$ cat src/hdl/oser_pkg.sv
// Constants for the expandable output serializer and its register slave
package oser_pkg;
   // Register byte offsets
   localparam logic [7:0] CTRL_OFFSET   = 8'h00;
   localparam logic [7:0] STATUS_OFFSET = 8'h04;
   // Control fields: word width, rate, expansion role
   localparam int CTRL_WIDTH_LSB = 0;
   localparam int CTRL_DDR_BIT   = 4;
   localparam int CTRL_ROLE_BIT  = 5;
   localparam logic [3:0] CTRL_WIDTH_RESET = 4'h4;
   localparam logic       CTRL_DDR_RESET   = 1'b1;
   localparam logic       CTRL_ROLE_RESET  = 1'b0;
   // Role encoding
   localparam logic PRIMARY_ROLE   = 1'b0;
   localparam logic SECONDARY_ROLE = 1'b1;
   // Status fields
   localparam int STATUS_OK_BIT   = 0;
   localparam int STATUS_WRST_BIT = 1;
   localparam int STATUS_BRST_BIT = 2;
   // Bus responses
   localparam logic [1:0] RESP_OKAY   = 2'h0;
   localparam logic [1:0] RESP_SLVERR = 2'h2;
   // Parallel sizes
   localparam int PAR_BITS = 6;
   localparam int TRI_BITS = 4;
   localparam logic [3:0] TRI_FULL_MAX = 4'h4;
   // Latency in bit-clock cycles per word width, zero marks an illegal width
   localparam logic [4:0] LAT_SDR [0:10] = '{5'h0, 5'h0, 5'h1, 5'h3, 5'h4, 5'h4, 5'h5, 5'h5, 5'h6, 5'h0, 5'h0};
   localparam logic [4:0] LAT_DDR [0:10] = '{5'h0, 5'h0, 5'h0, 5'h0, 5'h1, 5'h0, 5'h3, 5'h0, 5'h4, 5'h0, 5'h4};
   // Reset sequencing states
   typedef enum logic [2:0] {
      ST_RUN  = 3'b001,
      ST_WORD = 3'b010,
      ST_BIT  = 3'b100
   } rst_state_type;
endpackage : oser_pkg

$ cat src/hdl/output_serializer.sv
// Expandable parallel-to-serial output unit with 3-state path and register slave
// Functional notes
// - Ratios above 6:1 use a primary/secondary pair, up to 10 DDR, 8 SDR.
// - Primary chain_in takes secondary chain_out; secondary bits follow primary bits.
// - Both units of a pair use the same word width.
// - Secondary loads only par_data positions 3 to 6.
// - Width 7 uses position 3, width 8 positions 3-4, width 10 3-6.
// - Widths 2 to 8 at SDR, and 4, 6, 8, 10 at DDR.
// - Latency runs from capture tick to first serial bit on serial_out.
// - SDR latency 1,3,4,4,5,5,6 cycles for widths 2 to 8.
// - DDR latency 1,3,4,4 cycles for widths 4,6,8,10.
// - Position 1 leaves first, the rest in ascending order.
// - Secondary positions carry the final bits, least to most significant.
// - Each word goes out within one word period, words back to back.
// - Tristate bits serialize like data, same latency, aligned per slot; above width 4 each unit repeats its position 1 bit in every slot.
// - Low tristate bit drives the slot, high bit floats it.
// - reset_input forces word and bit resets together at once.
// - Release retimes first to the word tick, then to the bit clock.
// - Units given the same reset leave it on the same cycle.
// - While in reset, all data flip-flops drive low.
//
// The implementer's own choices: the register offsets and the AXI4-Lite interface to the registers.
`timescale 1ns/1ps
module output_serializer
   import oser_pkg::*;
(
   input  wire logic                  ref_clk,
   input  wire logic                  rst_n,
   // AXI4-Lite slave
   input  wire logic [7:0]            awaddr,
   input  wire logic                  awvalid,
   output logic                       awready,
   input  wire logic [31:0]           wdata,
   input  wire logic [3:0]            wstrb,
   input  wire logic                  wvalid,
   output logic                       wready,
   output logic [1:0]                 bresp,
   output logic                       bvalid,
   input  wire logic                  bready,
   input  wire logic [7:0]            araddr,
   input  wire logic                  arvalid,
   output logic                       arready,
   output logic [31:0]                rdata,
   output logic [1:0]                 rresp,
   output logic                       rvalid,
   input  wire logic                  rready,
   // Fabric side
   input  wire logic [PAR_BITS-1:0]   par_data,
   input  wire logic [TRI_BITS-1:0]   par_tristate,
   input  wire logic                  reset_input,
   output logic                       word_tick,
   // Expansion chain, bit 0 data, bit 1 tristate
   input  wire logic [1:0]            chain_in,
   output logic [1:0]                 chain_out,
   // Serial side
   output logic                       serial_out,
   output logic                       tristate_out
);
   import oser_pkg::*;

   logic [3:0]          width;
   logic                ddr;
   logic                role;
   rst_state_type       rst_state;
   logic [3:0]          cnt;
   logic [PAR_BITS-1:0] cap_d;
   logic [TRI_BITS-1:0] cap_t;
   logic [PAR_BITS-1:0] sh_d;
   logic [PAR_BITS-1:0] sh_t;
   logic [4:0]          cap_age;
   logic [3:0]          load_age;

   // Latency in bit slots; DDR moves two slots per bit-clock cycle
   function automatic logic [4:0] lat_slots(input logic [3:0] w, input logic d);
      logic [4:0] l;
      l = 5'h0;
      if (w <= 4'ha) begin
         l = d ? {LAT_DDR[w][3:0], 1'b0} : LAT_SDR[w];
      end
      return l;
   endfunction : lat_slots

   // Configuration checks and phase decode
   // table reaches width 10 only through a pair
   wire logic [4:0] lat        = lat_slots(width, ddr);
   wire logic       cfg_ok     = (lat != 5'h0);
   wire logic [3:0] last_slot  = width - 4'h1;
   wire logic       word_en    = (cnt >= last_slot);
   wire logic [3:0] next_cnt   = word_en ? 4'h0 : cnt + 4'h1;
   wire logic [4:0] lsum       = lat + {1'b0, width} - 5'h2;
   wire logic [4:0] load_ph    = (lsum >= {1'b0, width}) ? lsum - {1'b0, width} : lsum;
   wire logic       load_now   = ({1'b0, cnt} == load_ph);
   wire logic       word_rst   = (rst_state == ST_WORD);
   wire logic       bit_rst    = (rst_state != ST_RUN);
   wire logic       wr_fire    = !awready && !wready && !bvalid;

   // Load source: with a one-slot latency (SDR width 2) the word bypasses the capture stage
   wire logic [PAR_BITS-1:0] src_d = (lat == 5'h1) ? par_data : cap_d;
   wire logic [TRI_BITS-1:0] src_t = (lat == 5'h1) ? par_tristate : cap_t;
   // secondary keeps positions 3 to 6 only, lowest first
   wire logic [PAR_BITS-1:0] load_d = (role == SECONDARY_ROLE) ? {2'b00, src_d[5:2]} : src_d;
   // narrow words serialize each tristate bit, wide ones repeat position 1
   wire logic [PAR_BITS-1:0] load_t = (width > TRI_FULL_MAX) ? {PAR_BITS{src_t[0]}}
                                                             : {src_t[3], src_t[3], src_t};

   // Register read decode
   logic [31:0] rd_mux;
   logic        rd_err;
   always_comb begin
      rd_mux = 32'h0;
      rd_err = 1'b0;
      if (araddr == CTRL_OFFSET) begin
         rd_mux = {26'h0, role, ddr, width};
      end else if (araddr == STATUS_OFFSET) begin
         rd_mux = {29'h0, bit_rst, word_rst, cfg_ok};
      end else begin
         rd_err = 1'b1;
      end
   end

   // Write channels taken in either order, response once both are held
   logic [7:0]  aw_q;
   logic [31:0] w_q;
   logic [3:0]  s_q;
   always_ff @(posedge ref_clk) begin
      if (!rst_n) begin
         awready <= 1'b1;
         wready  <= 1'b1;
         bvalid  <= 1'b0;
         bresp   <= RESP_OKAY;
         aw_q    <= 8'h0;
         w_q     <= 32'h0;
         s_q     <= 4'h0;
      end else begin
         if (awvalid && awready) begin
            awready <= 1'b0;
            aw_q    <= awaddr;
         end
         if (wvalid && wready) begin
            wready <= 1'b0;
            w_q    <= wdata;
            s_q    <= wstrb;
         end
         if (wr_fire) begin
            bvalid <= 1'b1;
            bresp  <= (aw_q == CTRL_OFFSET || aw_q == STATUS_OFFSET) ? RESP_OKAY : RESP_SLVERR;
         end
         if (bvalid && bready) begin
            bvalid  <= 1'b0;
            awready <= 1'b1;
            wready  <= 1'b1;
         end
      end
   end

   // Control register, byte lane 0 only; status writes are ignored
   // width field set per unit
   always_ff @(posedge ref_clk) begin
      if (!rst_n) begin
         width <= CTRL_WIDTH_RESET;
         ddr   <= CTRL_DDR_RESET;
         role  <= CTRL_ROLE_RESET;
      end else if (wr_fire && aw_q == CTRL_OFFSET && s_q[0]) begin
         width <= w_q[CTRL_WIDTH_LSB +: 4];
         ddr   <= w_q[CTRL_DDR_BIT];
         role  <= w_q[CTRL_ROLE_BIT];
      end
   end

   // Read channel, one answer per address
   always_ff @(posedge ref_clk) begin
      if (!rst_n) begin
         arready <= 1'b1;
         rvalid  <= 1'b0;
         rdata   <= 32'h0;
         rresp   <= RESP_OKAY;
      end else if (arvalid && arready) begin
         arready <= 1'b0;
         rvalid  <= 1'b1;
         rdata   <= rd_mux;
         rresp   <= rd_err ? RESP_SLVERR : RESP_OKAY;
      end else if (rvalid && rready) begin
         rvalid  <= 1'b0;
         arready <= 1'b1;
      end
   end

   // Word divider runs from rst_n alone so units sharing it keep one phase
   always_ff @(posedge ref_clk) begin
      if (!rst_n) begin
         cnt       <= 4'h0;
         word_tick <= 1'b0;
      end else begin
         cnt       <= next_cnt;
         word_tick <= (next_cnt >= last_slot);
      end
   end

   // Reset sequencer; an illegal setting also holds the unit in reset
   always_ff @(posedge ref_clk) begin
      if (!rst_n) begin
         rst_state <= ST_WORD;
      end else begin
         case (rst_state)
            ST_RUN:  rst_state <= (reset_input || !cfg_ok) ? ST_WORD : ST_RUN;
            // leave only on the shared word tick
            ST_WORD: rst_state <= (!reset_input && cfg_ok && cnt == last_slot) ? ST_BIT : ST_WORD;
            ST_BIT:  rst_state <= (reset_input || !cfg_ok) ? ST_WORD : ST_RUN;
            default: rst_state <= ST_WORD;
         endcase
      end
   end

   // Word-domain capture
   // word sampled at the tick edge
   always_ff @(posedge ref_clk) begin
      if (!rst_n || word_rst || reset_input) begin
         cap_d <= '0;
         cap_t <= '0;
      end else if (word_en) begin
         cap_d <= par_data;
         cap_t <= par_tristate;
      end
   end

   // Bit-domain shifters; the chain feeds the top so secondary bits follow
   always_ff @(posedge ref_clk) begin
      if (!rst_n || bit_rst || reset_input) begin
         sh_d         <= '0;
         sh_t         <= '0;
         serial_out   <= 1'b0;
         tristate_out <= 1'b0;
      end else begin
         // reload exactly one word period apart
         if (load_now) begin
            sh_d <= load_d;
            sh_t <= load_t;
         end else begin
            // chain bit enters the top slot
            sh_d <= {chain_in[0], sh_d[PAR_BITS-1:1]};
            sh_t <= {chain_in[1], sh_t[PAR_BITS-1:1]};
         end
         // high floats the slot, low drives it
         serial_out   <= sh_d[0];
         tristate_out <= sh_t[0];
      end
   end
   assign chain_out = {sh_t[0], sh_d[0]};

   // Helper ages for the timing checks; cfg_age saturates so old-width words are ignored
   logic [4:0] cfg_age;
   wire logic  cfg_wr = wr_fire && (aw_q == CTRL_OFFSET) && s_q[0];
   always_ff @(posedge ref_clk) begin
      if (!rst_n) begin
         cap_age  <= 5'h0;
         load_age <= 4'h0;
         cfg_age  <= 5'h0;
      end else begin
         cap_age  <= word_en ? 5'h0 : cap_age + 5'h1;
         load_age <= load_now ? 4'h0 : load_age + 4'h1;
         cfg_age  <= cfg_wr ? 5'h0 : cfg_age + {4'h0, cfg_age != 5'h1f};
      end
   end

   AST_ENTER_RESET: assert property (@(posedge ref_clk) disable iff (!rst_n)
      reset_input |=> word_rst && bit_rst && !serial_out)
      else $error("reset_input did not force both resets");
   AST_RELEASE_ORDER: assert property (@(posedge ref_clk) disable iff (!rst_n)
      $fell(word_rst) |-> bit_rst ##1 (!bit_rst || $past(reset_input) || !$past(cfg_ok)))
      else $error("bit reset not released one cycle after word reset");
   AST_RELEASE_ON_TICK: assert property (@(posedge ref_clk) disable iff (!rst_n)
      $fell(word_rst) |-> $past(word_en) && $past(cnt) == $past(last_slot))
      else $error("reset released off the word tick");
   AST_DATA_LOW_IN_RESET: assert property (@(posedge ref_clk) disable iff (!rst_n)
      bit_rst && $past(bit_rst) |-> !serial_out && !tristate_out && sh_d == '0)
      else $error("data flops not low during reset");
   AST_LATENCY: assert property (@(posedge ref_clk) disable iff (!rst_n)
      load_now && !word_en && cfg_ok && $stable(width) && $stable(ddr) |-> cap_age == lat - 5'h2)
      else $error("word loaded at wrong latency");
   AST_FIRST_BIT: assert property (@(posedge ref_clk) disable iff (!rst_n)
      load_now && !bit_rst && !reset_input |-> ##1 !bit_rst |-> ##1 serial_out == $past(sh_d[0]))
      else $error("first serial bit is not position 1");
   AST_TRI_ALIGN: assert property (@(posedge ref_clk) disable iff (!rst_n)
      load_now && !bit_rst && !reset_input |=> sh_t[0] == $past(load_t[0]) && sh_d[0] == $past(load_d[0]))
      else $error("tristate slot not aligned with data slot");
   AST_BACK_TO_BACK: assert property (@(posedge ref_clk) disable iff (!rst_n)
      load_now && $past(load_now, 1) == 1'b0 && $stable(width) && $stable(ddr) && $past(cfg_ok)
         && cfg_age == 5'h1f && load_age != 4'h0 |-> load_age == last_slot)
      else $error("words not sent back to back");
   AST_CHAIN: assert property (@(posedge ref_clk) disable iff (!rst_n)
      !load_now && !bit_rst && !reset_input |=> sh_d[PAR_BITS-1] == $past(chain_in[0]))
      else $error("chain bit not shifted into top slot");
   AST_SECONDARY_LOAD: assert property (@(posedge ref_clk) disable iff (!rst_n)
      load_now && role == SECONDARY_ROLE && !bit_rst && !reset_input |=> sh_d[5:4] == 2'b00)
      else $error("secondary loaded positions 1 or 2");
endmodule : output_serializer

$ cat config.mk
export PLATFORM = sky130hd
export DESIGN_NAME = output_serializer
export DESIGN_NICKNAME = d
export VERILOG_FILES = /design/src/hdl/oser_pkg.sv /design/src/hdl/output_serializer.sv
export SDC_FILE = /design/constraint.sdc
export NUM_CORES = 1
export LEC_CHECK = 0
export ABC_AREA = 1
export BUFFER_PORTS_ARGS = -buffer_cell sky130_fd_sc_hd__buf_2
export CORE_MARGIN = 1
export CORE_UTILIZATION = 47
export DETAILED_ROUTE_END_ITERATION = 10
export PLACE_DENSITY = 0.74
export SYNTH_ARGS = -nofsm -noshare
export SYNTH_HDL_FRONTEND = slang
export SYNTH_SLANG_ARGS = --single-unit
$ cat constraint.sdc
create_clock -name ref_clk -period 3.8 [get_ports ref_clk]
set_input_delay 0.57 -clock ref_clk [delete_from_list [all_inputs] [get_ports ref_clk]]
set_output_delay 0.57 -clock ref_clk [all_outputs]
set_load 0.1 [all_outputs]
* Yosys cells after proc, flatten, opt, wreduce, memory -nomap -nowiden
Memory sizes are Yosys's and may differ from the RTL's.
Cells that the tools add are included.
** Operators by class
- Eq/ne operators :: 9
- Muxes and demuxes :: 27
- Bitwise operators :: 2
- Reductions and logical operators :: 29
- Add/subtract/negate cells :: 5
- Order comparisons :: 6
** Operators by type and width (number)
- 2-to-1 mux 6 bit :: 6
- 2-to-1 mux 5 bit :: 5
- == test 8 x 3 -> 1 bit (second input constant) :: 2
- logical NOT 8 bit :: 2
- 2-to-1 mux 4 bit :: 4
- logical AND 1 bit :: 11
- greater-or-equal comparator 4 bit :: 2
- logical NOT 1 bit :: 6
- logical OR 1 bit :: 6
- 2-to-1 mux 1 bit :: 6
- 2-to-1 mux 2 bit :: 3
- 2-to-1 mux 3 bit :: 2
- one-hot mux 3 bit (2 select lines) :: 1
- adder 5 x 4 -> 5 bit :: 1
- == test 4 x 5 -> 1 bit :: 1
- == test 5 x 1 -> 1 bit (second input constant) :: 1
- greater-or-equal comparator 5 x 4 -> 1 bit :: 1
- greater-or-equal comparator 5 bit (second input constant) :: 1
- inverter 4 -> 5 bit :: 1
- nonzero test 5 bit :: 1
- subtractor 5 x 2 -> 5 bit (second input constant) :: 1
- subtractor 5 x 4 -> 5 bit :: 1
- adder 4 x 1 -> 4 bit (second input constant) :: 1
- == test 4 bit :: 1
- 10 further kinds :: 11
** Storage, ports and cells
- Bits in read-only memories :: 160
- Output and inout port bits :: 46
- Input port bits :: 72
- Register bits :: 94
- Memories :: 2
- Logic and storage cells :: 103
** Memories
- (name not given) :: depth 16, bits a word 5, rd ports 1, clocked after Yosys merged registers in 0, write ports 0, line output_serializer.sv:78 : l = d ? {LAT_DDR[w][3:0], 1'b0} : LAT_SDR[w];
- (name not given) :: depth 16, bits a word 5, rd ports 1, clocked after Yosys merged registers in 0, write ports 0, line output_serializer.sv:78

* Longest topological paths before layout
Gate-level depths: netlist of run 1.
- Depth after elaboration :: 12
- Depth in mapped cells :: 28

* Worst setup path after synthesis of run 1
No wires, ideal clock.
- Path type :: flip-flop to flip-flop
- From :: register width[1]
- To :: register sh_d[2]
- Stages on the path, launching flop included :: 28
- Data required time :: 3688 ps
- Library setup time :: 112 ps
- Data arrival time :: 3777 ps
- Path slack :: -89 ps
- Cells stage by stage :: dfxtp_1 > inv_1 > ha_1 > nor2_1 > nand2_1 > nand2_1 > inv_1 > nand3_1 > ha_1 > inv_1 > ha_1 > fa_1 > xnor2_1 > inv_1 > ha_1 > inv_1 > nor2_2 > nand2_2 > nand2_4 > nor2_8 > nand3_1 > nand3_1 > nand2_2 > nor2_8 > nand3_4 > buf_6 > nor2_2 > nor2_1
** Between the ends
- Word-level cells in the longest chain between the ends :: 12
- Elaborated cells between the ends (all ways) :: 20
** RTL lines
- start: declaration :: line output_serializer.sv:61 : logic [3:0] width;
- start signal: assignment :: line output_serializer.sv:164 : width <= w_q[CTRL_WIDTH_LSB +: 4];
- inverter 4 -> 5 bit (not written as such) :: line output_serializer.sv:78
- memory read (16 x 5 bit)
- 2-to-1 mux 5 bit (not written as such) or 2-to-1 mux 4 bit (tied branches) (2 in a row) :: line output_serializer.sv:78
- 2-to-1 mux 5 bit :: line output_serializer.sv:78
- 2-to-1 mux 5 bit :: line output_serializer.sv:77 : if (w <= 4'ha) begin
- adder 5 x 4 -> 5 bit :: line output_serializer.sv:90 : wire logic [4:0] lsum = lat + {1'b0, width} - 5'h2;
- subtractor 5 x 2 -> 5 bit :: line output_serializer.sv:90
- subtractor 5 x 4 -> 5 bit or greater-or-equal comparator 5 x 4 -> 1 bit (tied branches) :: line output_serializer.sv:91 : wire logic [4:0] load_ph = (lsum >= {1'b0, width}) ? lsum - {1'b0, width} : lsum;
- 2-to-1 mux 5 bit :: line output_serializer.sv:91
- == test 4 x 5 -> 1 bit :: line output_serializer.sv:92 : wire logic load_now = ({1'b0, cnt} == load_ph);
- 2-to-1 mux 6 bit * :: line output_serializer.sv:235 : if (load_now) begin
- end signal: assignment :: line output_serializer.sv:236 : sh_d <= load_d;
- end signal: assignment :: line output_serializer.sv:240 : sh_d <= {chain_in[0], sh_d[PAR_BITS-1:1]};
- end: declaration :: line output_serializer.sv:68 : logic [PAR_BITS-1:0] sh_d;
Mark *: on every way between the ends. The rest lies on a longest branch, timed or not. The select of a mux whose other input is x is not followed.
A chain may end at the register's enable or synchronous reset.

* Worst setup path after layout of run 1
- From :: register width[1]
- To :: register sh_d[1]
Same word-level chain as after synthesis.

==> summary.md, run 1 <==
| Metric | Value |
|---|---|
| Antenna-violating nets left | 0 |
| Ys async rst share | 0% |
| CTS tree | yes |
| Slowest cell on crit path | fa_2 |
| Reg area | 1330 um2 |
| Average cell area after synthesis | 7.30 um2 |
| Final design utilization | 61.2% |
| Multi-input logic area | 2310 um2 |
| Worst-path cell chain | buf_4, ha_4, o21ai_1, nand2_1, nand3_2, ha_4, inv_2, ha_4, fa_2, ha_4, nand2_4, nor2_4, nor2_4, nor2_4, nor2_8, nand3_2, nand2_1, nand2_1, nand2_2, nor2_8, nand3_4, buf_6, a21oi_2, nor2_1 |
| Remaining Overflow, GRT | 0 |
| Initial antenna violation count | 0 |
| Routed WL per cell | around 12 um |
| # diodes | 0 |
| Finished Layout Cells | 731 |
| Final setup skew | 12.7 ps |
| Post-synth EDFFs | 0 |
| Commonest non-fill, non-tap cell in the layout | nand2_1 |
| Tcrit/Tclk final | a little over nine tenths |
| Critical path buffers and inverters | 3 |
| Overall routing resource usage | between 20% and 30% |
| Cells after Synth | between 500 and 600 |
| Drt pass-1 iters | 4 |
| Final instance area | 4830 um2 |
| Seq/Total Area, Yosys | 33.6% |
| Remaining DRCs | 0 |
| Ys flop type | dfxtp_1 |
| P&R area growth vs syn | 22.9% |
| Crit end category | flip-flop |
| Arr. time, crit path | roughly 4000 ps |
| Number of buffers created by CTS | 9 |
| Lkg Pwr | 2.34 nW |
| FP Rows | 32 |
| Layout cell share with drive strength beyond 1 | 27.0% |
| Total die area | 8730 um2 |
| Pin count of the biggest net entering global routing | 32 |
| Max VDD drop | just over 300 uV |
| Number of global-route vias before repair | 3342 |
| Fmax | 270 MHz |
| Reg-to-reg startpoint | width[1] |
| Setup crit start | width[1] |
| CTS Sinks | 66 |
| Critical Path Max Stage Delay | 470 ps |
| Placer Congestion | between 0.8 and 0.9 |
| Final Net Count | 723 |
| Unique masters post-synth | 43 |
| CP Data Required Time | 4040 ps |
| Slew Viols, Final | 0 |
| Placed cells | 707 |
| Hold WC Path Type | flip-flop to flip-flop |
| Crit path max-delay family | simple AND/OR/NAND/NOR gates |
| Ys Warns | 0 |
| Core area | 7890 um2 |
| Commonest cells after routing, fill and taps aside | 87 x nand2_1, 65 x inv_1, 62 x dfxtp_1 |
| CTS clock-pin slew for the worst setup and hold paths | 80 ps |
| Vias per cell | 4.77 |
| Seq cells post-synth | 66 |
| Unrepaired setup endpoints after global routing | yes |
| First-pass GRT wire length | 14.1 mm |
| Worst setup SP type | flip-flop |
| H-Tree Depth | 3 |
| Die H | 93.4 um |
| Vias | 3487 |
| Most frequent CP cell | ha_4 |
| PD cells | a little under 500 nW/um2 |
| Netlist Area Pre-Place | between 3000 and 4000 um2 |
| Setup-failing EPs final | 0 |
| Setup TNS | 0 ps |
| Fill count | 692 |
| DR iter-0 viols | 87 |
| HP Start | sh_t[0] |
| Max Fanout on Critical Path | 6 |
| Root buf cell | clkbuf_8 |
| Initial Util | 49.8% |
| Crit path kind | flip-flop to flip-flop |
| Fin. Hold Viols | 0 |
| Outcome | finished clean |
| IO Port Bufs | 60 |
| Placed Area | roughly 4300 um2 |
| Final WL | around 8.5 mm |
| Minimum clock period | 3710 ps |
| Max clock buf depth | 2 |
| DP Wirelength | 6.43 mm |
| Maxcap violations | 0 |
| I/O pins | 118 |
| Worst skew pair latency | 340 ps |
| DIE WIDTH | about 93 um |
## kinds of logic (layout without fill, tap and decap cells)
kind of cell / Yosys count / in the layout / share of synthesized area [%]
AOI/OAI and AO/OA: 96 / 96 / 14.0
xor gates and xnor gates: 7 / 7 / 1.56
adders and majority gates: 27 / 27 / 9.18
buffers and inverters: 117 / 181 / 14.7
DFF: 66 / 66 / 33.6
muxes: 1 / 1 / 0.255
other: 1 / 28 / 0.0955
and+or+nand+nor: 223 / 223 / 26.7
## state kept, by name, summed over array words and instances, names as in the netlist
name,count
awready,1
ddr,1
sh_d,6
cap_d,6
s_q,1
rst_state,3
sh_t,6
cnt,4
word_tick,1
role,1
rdata,6
tristate_out,1
width,4
rresp,1
cap_t,4
rvalid,1
arready,1
aw_q,8
bresp,1
w_q,6
serial_out,1
bvalid,1
wready,1
## layer usage
metal / global-route usage, % / vias to the layer above / part of all wire, %
met3: 6.83 / 13 / 4.6
li1: - / 1840 / -
met1: 23.2 / 1554 / 44
met2: 35.5 / 80 / 50
met5: 0 / - / 0
met4: 6.41 / 0 / 1.1
## final timing paths
check	to	slack (ps)	cells after the start
setup reg to reg	sh_d[1]	90	24
hold reg to reg	tristate_out	430	2
hold / removal	tristate_out	430	2
setup / recovery	sh_d[1]	90	24
## through the flow
stage	worst slack (ps)	total power, W	hold slack, ps
floorplan	17.5	0.00144	409
global route	-114	0.00245	429
CTS	7.28	0.00225	426
finish	93.8	0.00232	426
global placement	15.7	0.00158	412
detailed placement	-84.7	0.00161	416
## worst min-delay path: cells and delay by family, from the launching register on
kind,cells,cell delay (ps)
and+or+nand+nor,1,30
buffers and inverters,1,40
DFF,1,310
## timing repair
action                     in CTS  in global routing
hold buffers                    0                  0
resized for setup               3                 53
pin swaps                       1                 31
setup buffers                   1                  7
setup endpoints to repair      12                 12
## Yosys cell counts (all sizes together), types with 3 or more instances
cell type / instances / area (um2)
ha: 24 / 300
xnor2: 4 / 35.0
o211ai: 4 / 30.0
clkbuf: 7 / 26.3
nor4: 3 / 18.8
a211oi: 6 / 45.0
nand2: 107 / 444
inv: 75 / 282
nor3: 6 / 30.0
o21ai: 45 / 229
dfxtp: 66 / 1320
fa: 3 / 60.1
a21oi: 31 / 163
buf: 35 / 268
nand4: 5 / 31.3
nor2: 74 / 343
xor2: 3 / 26.3
nand3: 23 / 145
o21a: 3 / 22.5
## layout make-up
type / count / share of cell area [%]
repair buffers: 90 / 11.3
clock inverters: 6 / 1.89
inverters: 75 / 6.04
flip-flops and latches: 66 / 27.6
multi-input cells: 382 / 47.9
clock buffers: 10 / 2.64
well taps: 102 / 2.64
## power breakdown
part	leakage [nW]	switching, W	internal [W]
Combinational	1.69	0.000600	0.000309
Sequential	0.540	0.0000326	0.000732
Clock	0.110	0.000273	0.000372
(Power assumes the default switching activity.)
==> inputs of run 2 (changes only) <==
==> constraint.sdc (replaced) <==
create_clock -name ref_clk -period 3.8 [get_ports ref_clk]
set_input_delay 0.19 -clock ref_clk [delete_from_list [all_inputs] [get_ports ref_clk]]
set_output_delay 0.19 -clock ref_clk [all_outputs]
set_load 0.1 [all_outputs]
==> summary.md, run 2 (synthesized netlist as in run 1, its figures left out) <==
| Metric | Value |
|---|---|
| Outcome | finished clean |
| Crit path kind | flip-flop to flip-flop |
| Max VDD drop | 444 uV (+42%) |
| H-Tree Depth | 3 (unchanged) |
| Number of global-route vias before repair | 3291 (-1.5%) |
| Finished Layout Cells | 727 (-0.55%) |
| Slew Viols, Final | 0 (unchanged) |
| Biggest register | aw_q |
| Die H | 93.4 um (unchanged) |
| Initial Util | 49.8% (unchanged) |
| Commonest cells after routing, fill and taps aside | 92 x nand2_1, 67 x inv_1, 63 x nor2_1, 63 x dfxtp_1, 60 x buf_2 |
| Flop pwr share | 32.7% (-0.3 points) |
| Relative slew slack | ~66% |
| Arr. time, crit path | 4010 ps (+60 ps) |
| Drt pass-1 iters | 4 (unchanged) |
| Setup crit start | width[1] |
| DR iter-0 viols | 94 (+8.0%) |
| Net Sw Power | 0.000936 W (+3.4%) |
| R2r setup slk | 70 ps (-30 ps) |
| Worst skew pair latency | 350 ps (about the same) |
| # diodes | 0 (unchanged) |
| Worst R2R End | sh_t[5] |
| Fin. Hold Viols | 0 (unchanged) |
| Reg-to-reg startpoint | width[1] |
| Slowest cell on crit path | fa_2 |
| Critical Path Max Stage Delay | 480 ps (about the same) |
| DIE WIDTH | 93.4 um (unchanged) |
| Pin count of the biggest net entering global routing | 32 (unchanged) |
| Placed cells | 701 (-0.85%) |
| CP Data Required Time | 4080 ps (+40 ps) |
| Commonest non-fill, non-tap cell in the layout | nand2_1 |
| Remaining DRCs | 0 (unchanged) |
| Unrepaired setup endpoints after global routing | yes |
| Total die area | 8730 um2 (unchanged) |
| Crit path to | sh_t[5] |
| FP Rows | 32 (unchanged) |
| R2R depth | 23 (-4.2%) |
| Hold WC Path Type | primary input to flip-flop |
| Final WL | 8.70 mm (+2.8%) |
| Vias | 3518 (+0.89%) |
| Worst path depth | 23 (-4.2%) |
| Remaining Overflow, GRT | 0 (unchanged) |
| First-pass GRT wire length | 14.1 mm (+0.29%) |
| Root buf cell | clkbuf_8 |
| Number of buffers created by CTS | 9 (unchanged) |
| Routed WL per cell | 12.0 um (+3.4%) |
| Layout cell share with drive strength beyond 1 | 24.8% (-2.2 points) |
| PD cells | 490 nW/um2 (+2.1%) |
| Clock share of power | 28.7% (+0.9 points) |
| Comb pwr share | 38.6% (-0.6 points) |
| Initial antenna violation count | 0 (unchanged) |
| Final setup skew | 8.53 ps (-4.17 ps) |
| CTS clock-pin slew for the worst setup and hold paths | 80 ps (about the same) |
| Vias per cell | 4.84 (+1.4%) |
| CTS Sinks | 66 (unchanged) |
| Core area | 7890 um2 (unchanged) |
| PnR worst setup slack | 68.1 ps (-25.6 ps) |
| Tcrit/Tclk final | 98.2% (+0.67 points) |
| IO Port Bufs | 60 (unchanged) |
| Number of flip-flops in the largest register | 8 (unchanged) |
| Max Fanout on Critical Path | 6 (unchanged) |
| Minimum clock period | 3730 ps (+25.6 ps) |
| Setup-failing EPs final | 0 (unchanged) |
| Worst setup SP type | flip-flop |
| Lkg Pwr | 2.32 nW (-0.90%) |
| Worst-path cell chain | buf_4, ha_4, o21ai_2, nand2_1, nand3_2, ha_1, inv_1, ha_2, fa_2, ha_4, nand2_2, nor2_4, nor2_4, nor2_4, nor2_8, nand3_2, nand2_1, nand2_1, nand2_2, nor2_8, buf_6, nand4_1, a21oi_1 |
| Overall routing resource usage | 20.2% (-0.087 points) |
| Maxcap violations | 0 (unchanged) |
| CTS tree | yes |
| P_int | 0.00140 W (-0.70%) |
| Final Net Count | 719 (-0.55%) |
| Max clock buf depth | 2 (unchanged) |
| Critical path buffers and inverters | 3 (unchanged) |
| Sw Share | 40.0% (+0.96 points) |
| P&R area growth vs syn | 21.5% |
| DP Wirelength | 6.31 mm (-1.9%) |
| Place WS | -159 ps (-74.2 ps) |
| Worst slew pin tran | 515 ps |
| I/O pins | 118 (unchanged) |
| Fmax | 268 MHz (-0.69%) |
| Crit path max-delay family | adder cells |
| Placer Congestion | 0.833 (-2.1%) |
| Antenna-violating nets left | 0 (unchanged) |
| Post-CTS Hold Buffers | 0 (unchanged) |
| Crit end category | flip-flop |
==> run 2: cell types whose count changed in the layout (fill, tap and decap cells not counted), moves of 3 or more <==
cell     change
inv_2        -3
nand2_1      +5
inv_6        +3
nand2_2      -3
buf_4        -5
buf_6        -3
==> run 2: metrics by stage <==
| stage | total power [W] | util [%] | instance area [um2] | TNS, ps | hold WS (ps) |
|---|---|---|---|---|---|
| floorplan | 0.00144 | - | 4030 | 0 | 290 |
| global placement | 0.00153 | 54.3 | 4280 | -15.5 | 393 |
| detailed placement | 0.00155 | 54.3 | 4280 | -1180 | 404 |
| CTS | 0.00224 | 57.8 | 4560 | 0 | 15.5 |
| global route | 0.00247 | 60.5 | 4770 | -1480 | 29.1 |
| finish | 0.00234 | 60.5 | 4770 | 0 | 26.6 |
==> run 2: worst min path at each step <==
| stage | slack [ps] | end | startpoint | depth (start not counted) |
|---|---|---|---|---|
| after floorplan | 290 | awready | awvalid | 1 |
| after global placement | 390 | awready | awvalid | 2 |
| after detailed placement | 400 | awready | awvalid | 2 |
| after CTS | 20 | awready | awvalid | 2 |
| after global routing | 30 | awready | awvalid | 2 |
| final | 30 | awready | awvalid | 2 |
==> run 2: metal layers <==
layer  share of wire, %  GRT usage, %  vias to the layer above
met5                  0             0                        -
met4               0.78          6.67                        0
met3                5.1          6.26                        8
met2                 52          36.7                       85
met1                 42          22.2                     1590
li1                   -             -                     1835
==> run 2: layout make-up <==
| cell class | count | area (um2) |
|---|---|---|
| fillers | 715 | 3120 |
| multi-input cells | 384 | 2280 |
| flip-flops and latches | 66 | 1330 |
| repair buffers | 84 | 513 |
| inverters | 75 | 297 |
| well taps | 102 | 128 |
| clock buffers | 9 | 124 |
| clock inverters | 7 | 101 |
==> run 2: power groups by stage <==
stage / clock, W / combinational (W) / sequential, W
floorplan: 0 / 0.000572 / 0.000867
global placement: 0 / 0.000750 / 0.000781
detailed placement: 0 / 0.000767 / 0.000781
CTS: 0.000679 / 0.000796 / 0.000766
global route: 0.000711 / 0.000993 / 0.000769
finish: 0.000672 / 0.000902 / 0.000764
==> run 2: timing repair <==
item / 4_1_cts / 5_1_grt
endpoints found under the setup margin: 12 / 12
setup buffers: 0 / 8
gates resized for setup: 8 / 34
cloned: 1 / 1
pin swaps: 5 / 24
